**src/dhp_pkg.sv**
```systemverilog
// Purpose: Shared constants and types for the dual channel host bus port
// Assumes: One 200 MHz clock; host pins are asynchronous to it
// Notes:   Channel numbering follows the pick pin level (1 = A, 0 = B)
package dhp_pkg;

  localparam int unsigned DATA_W    = 8;
  localparam int unsigned IDX_W     = 3;
  localparam int unsigned NUM_REGS  = 8;
  localparam int unsigned NUM_CHANS = 2;

  // Pick pin level that selects each channel
  localparam logic CHAN_A = 1'b1;
  localparam logic CHAN_B = 1'b0;

  // Alternate function register position and its concurrent write bit
  localparam logic [IDX_W-1:0] AFR_IDX        = 3'h2;
  localparam int unsigned      AFR_CONCUR_BIT = 0;
  localparam logic [DATA_W-1:0] AFR_RESET     = 8'h00;

  localparam logic [DATA_W-1:0] DATA_RESET = 8'h00;
  localparam logic [NUM_CHANS-1:0] NO_CHANS  = 2'h0;
  localparam logic [NUM_CHANS-1:0] ALL_CHANS = 2'h3;

  typedef enum logic [1:0] {
    ST_IDLE     = 2'b00,
    ST_RD_FETCH = 2'b01,
    ST_RD_HOLD  = 2'b10,
    ST_WR_HOLD  = 2'b11
  } dhp_state_t;

endpackage

```
**src/dhp_store_if.sv**
```systemverilog
// Purpose: Carrier between the bus port and its register store
// Assumes: Both ends on REF_CLK
// Notes:   wr_en is indexed by channel number
`timescale 1ns/1ps
interface dhp_store_if;
  logic [dhp_pkg::NUM_CHANS-1:0] wr_en;
  logic [dhp_pkg::IDX_W-1:0]     wr_idx;
  logic [dhp_pkg::DATA_W-1:0]    wr_data;
  logic                          rd_en;
  logic                          rd_chan;
  logic [dhp_pkg::IDX_W-1:0]     rd_idx;
  logic [dhp_pkg::DATA_W-1:0]    rd_data;

  modport port  (output wr_en, wr_idx, wr_data, rd_en, rd_chan, rd_idx, input rd_data);
  modport store (input wr_en, wr_idx, wr_data, rd_en, rd_chan, rd_idx, output rd_data);
endinterface

```
**src/dhp_reg_store.sv**
```systemverilog
// Purpose: Per channel register bytes behind the host port
// Assumes: Single clock, registered read data
// Notes:   One bank per channel so a concurrent write needs no second port
`timescale 1ns/1ps
module dhp_reg_store
(
  // Clock and reset
  input  wire logic clk,
  input  wire logic rst,
  // Access
  dhp_store_if.store bus
);

  logic [dhp_pkg::DATA_W-1:0] bank_rd [dhp_pkg::NUM_CHANS];

  genvar ch;
  generate
    for (ch = 0; ch < dhp_pkg::NUM_CHANS; ch++)
    begin : g_bank
      logic [dhp_pkg::DATA_W-1:0] mem [dhp_pkg::NUM_REGS];

      always_ff @(posedge clk)
      begin
        if (bus.wr_en[ch])
          mem[bus.wr_idx] <= bus.wr_data;
      end

      assign bank_rd[ch] = mem[bus.rd_idx];
    end
  endgenerate

  always_ff @(posedge clk or posedge rst)
  begin
    if (rst)
      bus.rd_data <= dhp_pkg::DATA_RESET;
    else if (bus.rd_en)
      bus.rd_data <= bank_rd[bus.rd_chan];
  end

endmodule // dhp_reg_store

```
**src/dhp_host_port.sv**
```systemverilog
// Purpose: Asynchronous 8-bit host bus port of a dual channel serial device
// Assumes: Host pins asynchronous to REF_CLK, strobes held low several cycles
// Notes:   Pins pass three flops; control and index levels count once stages two and three agree, write data is taken from stage three
`timescale 1ns/1ps

// How it works
// Read strobe falling edge starts a read of the indexed register.
// Read byte is driven on the bus until the read strobe rises.
// Write strobe fall opens a write; its rise stores the bus byte.
// Chip select low enables one transfer with exactly one channel, or both channels for a concurrent write.
// Pick pin low addresses channel B, high addresses channel A.
// Concurrent bit of alternate function register writes both channels at once.
// Channel A interrupt output follows channel A service request.
// Channel B interrupt output follows channel B service request.
// Channel A transmit ready output is active low transmit status.
// Channel B transmit ready output is active low transmit status.
// Channel A receive ready output is active low receive status.
// Channel B receive ready output is active low receive status.
// Three bit register index selects one register of the addressed channel.
// Eight bit bus is driven only during reads, sampled during writes.
// With chip select high strobes are ignored and nothing changes.
module dhp_host_port
(
  // Clock and reset
  input  wire logic                          REF_CLK,
  input  wire logic                          RST,
  // Host bus pins
  input  wire logic                          CS_N,
  input  wire logic                          CHANNEL_PICK,
  input  wire logic                          READ_STROBE_N,
  input  wire logic                          WRITE_STROBE_N,
  input  wire logic [dhp_pkg::IDX_W-1:0]     REG_INDEX,
  input  wire logic [dhp_pkg::DATA_W-1:0]    DATA_IN,
  output logic      [dhp_pkg::DATA_W-1:0]    DATA_OUT,
  output logic                               DATA_OE_N,
  // Channel status from the channel cores, index 1 = A, 0 = B
  input  wire logic [dhp_pkg::NUM_CHANS-1:0] SVC_REQ,
  input  wire logic [dhp_pkg::NUM_CHANS-1:0] TX_ROOM,
  input  wire logic [dhp_pkg::NUM_CHANS-1:0] RX_AVAIL,
  // Status pins
  output logic                               IRQ_CHAN_A,
  output logic                               IRQ_CHAN_B,
  output logic                               TX_READY_CHAN_A_N,
  output logic                               TX_READY_CHAN_B_N,
  output logic                               RX_READY_CHAN_A_N,
  output logic                               RX_READY_CHAN_B_N,
  // Concurrent write mode, for the channel cores
  output logic                               CONCURRENT_WR
);

  localparam int unsigned PIN_W = 4 + dhp_pkg::IDX_W + dhp_pkg::DATA_W;

  dhp_store_if st ();

  dhp_reg_store u_store
  (
    .clk (REF_CLK),
    .rst (RST),
    .bus (st.store)
  );

  // Three stage capture of every host pin
  logic [PIN_W-1:0] pin_s1_q;
  logic [PIN_W-1:0] pin_s2_q;
  logic [PIN_W-1:0] pin_s3_q;
  logic [PIN_W-1:0] pin_f_q;
  logic [PIN_W-1:0] pin_raw;
  logic [PIN_W-1:0] pin_agree;
  localparam logic [PIN_W-1:0] PIN_RESET = {4'hf, 3'h0, 8'h00};

  assign pin_raw = {CS_N, CHANNEL_PICK, READ_STROBE_N, WRITE_STROBE_N, REG_INDEX, DATA_IN};
  assign pin_agree = ~(pin_s2_q ^ pin_s3_q);

  always_ff @(posedge REF_CLK or posedge RST)
  begin
    if (RST)
    begin
      pin_s1_q <= PIN_RESET;
      pin_s2_q <= PIN_RESET;
      pin_s3_q <= PIN_RESET;
    end
    else
    begin
      pin_s1_q <= pin_raw;
      pin_s2_q <= pin_s1_q;
      pin_s3_q <= pin_s2_q;
    end
  end

  // Filtered level moves only where stages two and three agree
  always_ff @(posedge REF_CLK or posedge RST)
  begin
    if (RST)
      pin_f_q <= PIN_RESET;
    else
      pin_f_q <= (pin_s3_q & pin_agree) | (pin_f_q & ~pin_agree);
  end

  logic                          cs_n_f;
  logic                          pick_f;
  logic                          rd_n_f;
  logic                          wr_n_f;
  logic [dhp_pkg::IDX_W-1:0]     idx_f;
  logic [dhp_pkg::DATA_W-1:0]    data_f;
  logic [dhp_pkg::DATA_W-1:0]    data_next;
  logic                          rd_n_next;
  logic                          wr_n_next;

  assign {cs_n_f, pick_f, rd_n_f, wr_n_f, idx_f, data_f} = pin_f_q;
  assign rd_n_next = (pin_s3_q[PIN_W-3] & pin_agree[PIN_W-3]) | (rd_n_f & ~pin_agree[PIN_W-3]);
  assign wr_n_next = (pin_s3_q[PIN_W-4] & pin_agree[PIN_W-4]) | (wr_n_f & ~pin_agree[PIN_W-4]);
  assign data_next = pin_s3_q[dhp_pkg::DATA_W-1:0];

  // Strobe edges as seen after filtering
  logic rd_fall;
  logic rd_rise;
  logic wr_fall;
  logic wr_rise;
  logic selected;

  assign rd_fall  = rd_n_f & ~rd_n_next;
  assign rd_rise  = ~rd_n_f & rd_n_next;
  assign wr_fall  = wr_n_f & ~wr_n_next;
  assign wr_rise  = ~wr_n_f & wr_n_next;
  assign selected = ~cs_n_f;

  dhp_pkg::dhp_state_t state_q;
  dhp_pkg::dhp_state_t state_d;
  logic                chan_q;
  logic [dhp_pkg::IDX_W-1:0] wr_idx_q;
  logic [dhp_pkg::DATA_W-1:0] afr_q;
  logic rd_start;
  logic wr_commit;

  // Only a selected chip sees strobes
  assign rd_start  = (state_q == dhp_pkg::ST_IDLE) && selected && rd_fall;
  assign wr_commit = (state_q == dhp_pkg::ST_WR_HOLD) && selected && wr_rise;

  always_comb
  begin
    state_d = state_q;
    case (state_q)
      dhp_pkg::ST_IDLE:
      begin
        if (rd_start)
          state_d = dhp_pkg::ST_RD_FETCH;
        else if (selected && wr_fall)
          state_d = dhp_pkg::ST_WR_HOLD;
      end
      dhp_pkg::ST_RD_FETCH:
        state_d = dhp_pkg::ST_RD_HOLD;
      dhp_pkg::ST_RD_HOLD:
      begin
        // Early release if the host drops the chip mid cycle
        if (rd_rise || !selected)
          state_d = dhp_pkg::ST_IDLE;
      end
      dhp_pkg::ST_WR_HOLD:
      begin
        // Deselect aborts the write, nothing is stored
        if (wr_rise || !selected)
          state_d = dhp_pkg::ST_IDLE;
      end
      default:
        state_d = dhp_pkg::ST_IDLE;
    endcase
  end

  always_ff @(posedge REF_CLK or posedge RST)
  begin
    if (RST)
      state_q <= dhp_pkg::ST_IDLE;
    else
      state_q <= state_d;
  end

  // Channel and index captured at the opening strobe edge
  always_ff @(posedge REF_CLK or posedge RST)
  begin
    if (RST)
    begin
      chan_q   <= dhp_pkg::CHAN_A;
      wr_idx_q <= '0;
    end
    else if (state_q == dhp_pkg::ST_IDLE && selected && (rd_fall || wr_fall))
    begin
      chan_q   <= pick_f;
      wr_idx_q <= idx_f;
    end
  end

  // Read path into the store
  assign st.rd_en   = rd_start;
  assign st.rd_chan = pick_f;
  assign st.rd_idx  = idx_f;

  // Write path: byte taken as the strobe rises; concurrent mode hits both banks
  assign st.wr_idx  = wr_idx_q;
  assign st.wr_data = data_next;
  always_comb
  begin
    st.wr_en = dhp_pkg::NO_CHANS;
    if (wr_commit)
    begin
      if (afr_q[dhp_pkg::AFR_CONCUR_BIT])
        st.wr_en = dhp_pkg::ALL_CHANS;
      else
        st.wr_en[chan_q] = 1'b1;
    end
  end

  // Shadow of the alternate function byte so the mode bit steers writes
  always_ff @(posedge REF_CLK or posedge RST)
  begin
    if (RST)
      afr_q <= dhp_pkg::AFR_RESET;
    else if (wr_commit && wr_idx_q == dhp_pkg::AFR_IDX)
      afr_q <= data_next;
  end

  assign CONCURRENT_WR = afr_q[dhp_pkg::AFR_CONCUR_BIT];

  // Bus drive: only from fetched data until the strobe releases
  always_ff @(posedge REF_CLK or posedge RST)
  begin
    if (RST)
    begin
      DATA_OUT  <= dhp_pkg::DATA_RESET;
      DATA_OE_N <= 1'b1;
    end
    else if (state_q == dhp_pkg::ST_RD_FETCH)
    begin
      DATA_OUT  <= st.rd_data;
      DATA_OE_N <= 1'b0;
    end
    else if (state_q == dhp_pkg::ST_RD_HOLD && (rd_rise || !selected))
      DATA_OE_N <= 1'b1;
  end

  // Core status is same clock domain, registered straight to the pins
  always_ff @(posedge REF_CLK or posedge RST)
  begin
    if (RST)
    begin
      IRQ_CHAN_A        <= 1'b0;
      IRQ_CHAN_B        <= 1'b0;
      TX_READY_CHAN_A_N <= 1'b1;
      TX_READY_CHAN_B_N <= 1'b1;
      RX_READY_CHAN_A_N <= 1'b1;
      RX_READY_CHAN_B_N <= 1'b1;
    end
    else
    begin
      IRQ_CHAN_A        <= SVC_REQ[dhp_pkg::CHAN_A];
      IRQ_CHAN_B        <= SVC_REQ[dhp_pkg::CHAN_B];
      TX_READY_CHAN_A_N <= ~TX_ROOM[dhp_pkg::CHAN_A];
      TX_READY_CHAN_B_N <= ~TX_ROOM[dhp_pkg::CHAN_B];
      RX_READY_CHAN_A_N <= ~RX_AVAIL[dhp_pkg::CHAN_A];
      RX_READY_CHAN_B_N <= ~RX_AVAIL[dhp_pkg::CHAN_B];
    end
  end
endmodule // dhp_host_port

```
**config.mk**
```make
export PLATFORM = sky130hd
export DESIGN_NAME = dhp_host_port
export DESIGN_NICKNAME = d
export VERILOG_FILES = /design/src/dhp_pkg.sv /design/src/dhp_store_if.sv /design/src/dhp_reg_store.sv /design/src/dhp_host_port.sv
export SDC_FILE = /design/constraint.sdc
export NUM_CORES = 1
export LEC_CHECK = 0
export BUFFER_PORTS_ARGS = -buffer_cell sky130_fd_sc_hd__buf_4
export CAP_MARGIN = 20
export CORE_MARGIN = 2
export CORE_UTILIZATION = 65
export CTS_CLUSTER_DIAMETER = 80
export DETAILED_ROUTE_END_ITERATION = 8
export HOLD_SLACK_MARGIN = 0.02
export MAX_ROUTING_LAYER = met4
export PLACE_DENSITY = 0.9
export SLEW_MARGIN = 10
export SYNTH_ARGS = -nofsm -noshare
export SYNTH_HDL_FRONTEND = slang
export SYNTH_SLANG_ARGS = --single-unit
```
**constraint.sdc**
```tcl
create_clock -name REF_CLK -period 5.4 [get_ports REF_CLK]
set_clock_uncertainty 0.1 [all_clocks]
set_input_delay 0.27 -clock REF_CLK [delete_from_list [all_inputs] [get_ports REF_CLK]]
set_output_delay 0.27 -clock REF_CLK [all_outputs]
set_load 0.02 [all_outputs]
```
Word level (Yosys, flattened, before mapping)
Memories as Yosys holds them, arrays and structs flattened.
Index checks and enable logic that the tools add are counted.
{ "word_totals": {"regBits": 90, "ram_bits": 128, "in_bits": 23, "out_inout_bits": 16, "word_cells": 90, "n_memories": 2} }
{ "mem_list": {"columns": ["memory", "depth", "word_bits", "rd", "rd_ports_with_merged_regs", "wr", "line", "text"], "rows": [
  ["u_store.g_bank[0].mem", 8, 8, 1, 0, 1, "dhp_reg_store.sv:20", "logic [dhp_pkg::DATA_W-1:0] mem [dhp_pkg::NUM_REGS];"],
  ["u_store.g_bank[1].mem", 8, 8, 1, 0, 1, "dhp_reg_store.sv:20", null]
]} }
{ "op_classes": {"n_lt_le_gt_ge": 3, "eq_ne": 7, "muxes": 18, "bitwise_logic": 28, "n_reduce_logical": 15} }
{ "op_table": {"columns": ["cell", "count"], "rows": [
  ["15-bit AND", 2],
  ["15-bit NOT", 2],
  ["8-bit 2-to-1 mux", 3],
  ["15-bit OR", 1],
  ["15-bit bitwise XOR", 1],
  ["2-bit 2-to-1 mux", 6],
  ["1-bit NOT", 11],
  ["1-bit logical AND", 9],
  ["1-bit AND", 8],
  ["2-bit case mux with 4 select lines", 1],
  ["1-bit 2-to-1 mux", 7],
  ["2-bit == test (second input constant)", 2],
  ["3-bit by 2-bit == test with 1-bit output (second input constant)", 1],
  ["1-bit logical OR", 3],
  ["3-bit by 2-bit inequality test with 1-bit output (second input constant)", 1],
  ["3-bit AND reduction", 1],
  ["2-bit by 1-bit == test with 1-bit output (second input constant)", 1],
  ["2-bit >= comparator (second input constant)", 1],
  ["2-bit zero test", 1],
  ["1-bit by 2-bit less-than comparator with 1-bit output (second input constant)", 1],
  ["2-bit by 1-bit inequality test with 1-bit output (second input constant)", 1],
  ["2-bit inequality test (second input constant)", 1],
  ["1-bit NOT with 2-bit output", 1],
  ["1-bit OR", 2],
  ["3 further kinds", 3]
]} }

Longest topological paths before layout
{ "depth": {"ltp_word": 11, "mapped_depth": 6, "depth_no_buf": 4} }

Modules after synthesis
A second synthesis with hierarchy kept.
{ "hier_totals": {"hier_cells": 369, "area_unflattened_um2": 7661.1} }
{ "by_module_without_submodules": {"columns": ["mod", "instances", "cells_each", "area_per_inst_um2", "seq_area_each_um2"], "rows": [
  ["dhp_reg_store", 1, 241, 5326.4, 4043.9],
  ["dhp_host_port", 1, 128, 2334.7, 1879.3]
]} }

Worst setup path before layout
No wires, ideal clock.
{ "synth_timing": {"path_type": "register to register", "startpoint": "register pin_s2_q[11]", "endpoint": "memory u_store.g_bank[1].mem[0][0] (netlist bit), enable pin", "setup_time_ns": 0.395, "t_arrival_ns": 2.040, "t_required_ns": 4.905, "setup_slack_ns": 2.865, "stages_incl_launch_ff": 5, "path_buffers": 0, "period_less_slack_ns": 2.535, "path_cell_list": "dfstp_2 nand2_1 nor3_1 o21ai_0 nor4_1"} }
{ "synth_between": {"elab_chain_len": 10, "elab_cells_between_ends": 11, "classes_between": "3 x mux; 7 x bitwise; 1 x reduce/logical"} }
{ "synth_rtl": {"columns": ["element", "line", "text"], "rows": [
  ["start: declaration", "dhp_host_port.sv:64", "logic [PIN_W-1:0] pin_s2_q;"],
  ["start signal: assignment", "dhp_host_port.sv:85", "pin_s2_q <= pin_s1_q;"],
  ["15-bit bitwise XOR (*)", "dhp_host_port.sv:72", "assign pin_agree = ~(pin_s2_q ^ pin_s3_q);"],
  ["15-bit NOT (*)", "dhp_host_port.sv:72", null],
  ["1-bit NOT", "dhp_host_port.sv:111", "assign wr_n_next = (pin_s3_q[PIN_W-4] & pin_agree[PIN_W-4]) | (wr_n_f & ~pin_agree[PIN_W-4]);"],
  ["1-bit AND", "dhp_host_port.sv:111", null],
  ["1-bit OR (*)", "dhp_host_port.sv:111", null],
  ["1-bit AND (*)", "dhp_host_port.sv:124", "assign wr_rise = ~wr_n_f & wr_n_next;"],
  ["1-bit logical AND (*)", "dhp_host_port.sv:137", "assign wr_commit = (state_q == dhp_pkg::ST_WR_HOLD) && selected && wr_rise;"],
  ["2-bit 2-to-1 mux (*)", "dhp_host_port.sv:203", "if (wr_commit)"],
  ["1-bit 2-to-1 mux (*)", "dhp_reg_store.sv:24", "if (bus.wr_en[ch])"],
  ["1-bit 2-to-1 mux (implied by the code) (*)", "dhp_reg_store.sv:25", "mem[bus.wr_idx] <= bus.wr_data;"],
  ["end: declaration", "dhp_reg_store.sv:20", null]
]} }
Mark *: on every way between the ends. The rest lies on a longest branch, timed or not.

Worst setup path in the final report
{ "layout_timing": {"startpoint": "register pin_s2_q[11]", "endpoint": "memory u_store.g_bank[1].mem[4][5] (netlist bit), enable pin"} }
Same word-level chain as after synthesis.

==> key figures <==
Drt
  • Uppermost layer routed: met4
  • Met1 wire length: 5300 um
  • Vias: 3,787
  • Drt initial violations: 346
  • WL met3: 976 um
  • Final wirelength: 13,900 um
  • DR WL met2: 7200 um
  • DRC errors left: 0
  • Post-DR vias/cell: 6.24
  • Routed Antenna Nets: 0
  • Wire per inst: 23.0 um
  • Drt first pass iters: 4

Timing
  • Period utilization: 55.2%
  • Final setup vio count: 0
  • Fin Setup TNS: 0 ns
  • Final Hold Fails: 1
  • Worst hold slack: -0.000493 ns
  • Relative slew slack: 37.1%
  • Tightest Pin Transition: 0.943 ns
  • Fmax: 335 MHz
  • Fin crit period: 2.98 ns
  • Unrepaired setup endpoints after global routing: false
  • Slew Viols, Final: 0

Logic synthesis
  • Post-synth top cells: edfxtp_1 (128), dfrtp_1 (60), dfstp_2 (22), mux4_1 (16), mux4_2 (16)
  • Adder-Cell Fraction of Synth Area: 0.791%
  • Post-Synthesis Net Count: 394
  • Netlist cell types: 35
  • Post-synth top area share: 50.6%
  • Synth Warn #: 0
  • Seq/Total Area, Yosys: 78.0%
  • Cells after Synth: 371
  • Ys flop type: edfxtp_1
  • Synth Area in XOR/XNOR: 0%
  • Synth Area in Simple Gates: 3.62%
  • Ys async rst share: 39.0%
  • Mean area per synthesized cell: 20.5 um2
  • Number of flops mapped to enable cells by yosys: 128
  • Post-synthesis mux area share: 12.5%
  • Largest family of logic cells by synthesized area: multiplexers
  • Netlist Area Pre-Place: 7590 um2
  • Top-count cell post-synth: edfxtp_1
  • Post-synthesis compound-gate area fraction: 3.11%
  • Largest area contributor in the netlist: edfxtp_1
  • Synthesized flop and latch total: 210
  • Largest cells by area after synthesis: edfxtp_1 (51%), dfrtp_1 (20%), dfstp_2 (7.6%)

Pwr
  • Worst vdd ir: 318 uV
  • PD cells: 414 nW/um2
  • Static leakage: 3.30 nW

Critical path
  • Worst stage delay on the critical path: 0.66 ns
  • Delay-heaviest family, CP: simple AND/OR/NAND/NOR gates
  • CP bufs+invs: 1
  • Crit Path Max Fanout: 5
  • CP required: 5.49 ns
  • Critical Path Slowest Stage Cell: nor3_1
  • Setup crit start kind: flip-flop
  • Critical-path cell list: nand2_1 -> nor3_1 -> o21ai_0 -> nor3_1 -> clkbuf_2
  • CP Capture Type: flip-flop
  • Most frequent CP cell: nor3_1
  • Arrival time at the worst endpoint: 3.07 ns
  • Kind of critical path: flip-flop to flip-flop

Global route
  • Largest net degree at the start of global routing: 83
  • GR Overflow Total: 0
  • GRT Resource Usage Total: 24.1%
  • Number of global-route vias before repair: 4,024
  • Initial antenna violation count: 0
  • First-pass GRT wire length: 22,100 um

Die
  • Die span in x: 112 um
  • # rows: 39
  • Initial cell density of the core: 66.5%
  • Num ports: 39
  • Die height: 112 um
  • CORE AREA: 11,400 um2
  • Die ar.: 12,600 um2

Clocking
  • Skew-Pair Late Insertion Delay: 0.48 ns
  • H-tree depth: 1
  • Hold buffers post-CTS: 21
  • Root buf cell: clkbuf_16
  • Num CTS Buffers: 20
  • CTS Buffer Depth: 3
  • Clock transition at the registers of the reported paths: 0.06 ns
  • Setup bufs post-CTS: 0
  • Post_cts resized: 0
  • Clk sinks: 210
  • CTS tree: yes

Final layout
  • ANT cells: 0
  • FILL cells: 581
  • Share of layout cells above drive strength 1: 29.5%
  • Nets: 473
  • Area Growth Syn to Fin: 16.9%
  • Post-layout util: 77.7%

Status
  • Failing checks: negative hold slack
  • Status: finished with violations

Place
  • Gp weighted congestion: 0.828
  • Final HPWL DP: 8560 um
  • Port Buf Inserts: 38

Job
  • Max-Cap Viols: 0

Hold path
  • Worst hold path class: primary input to async pin
==> worst reg2reg max path, delay by kind of cell (launching register included) <==
kind	cells	cell delay (ns)
buf+inv	1	0.28
simple gates	3	1.36
flops	1	0.56
compound gates	1	0.38
==> metrics by stage <==
stage                     instance area [um2]  std cells  hold slack, ns  total power, W  worst slack, ns
after floorplan                          7590        371           0.174         0.00220             2.86
after global placement                   7980        544           0.233         0.00231             2.54
after detailed placement                 7980        544           0.236         0.00234             2.32
after CTS                                8830        601          0.0344         0.00369             2.29
after global routing                     8870        607          0.0944         0.00380             2.26
final                                    8870        607       -0.000493         0.00368             2.42
==> flip-flops by register name (all words and copies together) (netlist names), 3 cells and up, named ones only <==
register and cells:
u_store.bus.rd_data 8, pin_s1_q 15, pin_s3_q 15, DATA_OUT 8, u_store.g_bank.mem 128, st.wr_idx 3, pin_s2_q 15
==> worst paths after layout <==
kind | startpoint | end | slack, ns | depth (start not counted)
hold reg to reg | pin_s1_q[3]$_DFF_PP0_ | pin_s2_q[3]$_DFF_PP0_ | 0.25 | 0
min in group REF_CLK | pin_s1_q[3]$_DFF_PP0_ | pin_s2_q[3]$_DFF_PP0_ | 0.25 | 0
hold / removal | RST | pin_s1_q[5]$_DFF_PP0_ | -0.0005 | 3
setup reg to reg | pin_s2_q[11]$_DFF_PP1_ | u_store.g_bank[1].mem[4][5]$_DFFE_PP_ | 2.42 | 5
setup / recovery | pin_s2_q[11]$_DFF_PP1_ | u_store.g_bank[1].mem[4][5]$_DFFE_PP_ | 2.42 | 5
max in group asynchronous | RST | u_store.bus.rd_data[2]$_DFFE_PP0P_ | 4.60 | 3
==> report_power, final <==
group          leakage, nW  switching (W)  internal, W
registers             2.10       0.000120      0.00183
logic                0.877       0.000188     0.000194
clock network        0.326       0.000554     0.000793
total                 3.30       0.000862      0.00281
==> metal layers <==
layer	vias up	global-route usage [%]
met5	-	-
met4	0	7.80
met3	41	3.51
met2	202	40.8
met1	1927	30.8
li1	1617	-
==> kinds of logic after synthesis <==
group / after synthesis
simple gates: 54
compound gates: 34
mux: 47
buf+inv: 20
flops: 210
fa+ha+maj: 6
==> cell usage in the layout (no fill, tap or decap), types with 6 or more instances in the layout <==
cell,instances
a211oi_1,6
buf_4,44
clkbuf_16,21
clkbuf_8,6
clkinv_2,6
dfrtp_1,60
dfstp_2,22
dlygate4sd3_1,21
edfxtp_1,128
maj3_1,6
mux2_2,13
mux4_1,16
mux4_2,16
nand2_1,15
nor2_1,8
nor2b_1,9
nor3_1,8
o22ai_1,6
o31ai_1,6
==> final cells by class <==
| type | count | area, um2 | area share [%] |
|---|---|---|---|
| tap | 143 | 179 | 2.02 |
| clock inverter | 5 | 25.0 | 0.282 |
| multi-input combinational | 141 | 1530 | 17.2 |
| inverter | 6 | 23.8 | 0.268 |
| timing repair buffer | 71 | 571 | 6.43 |
| sequential | 210 | 5920 | 66.8 |
| clock buffer | 31 | 623 | 7.02 |
Note: power is estimated with default switching activity, not from simulation.
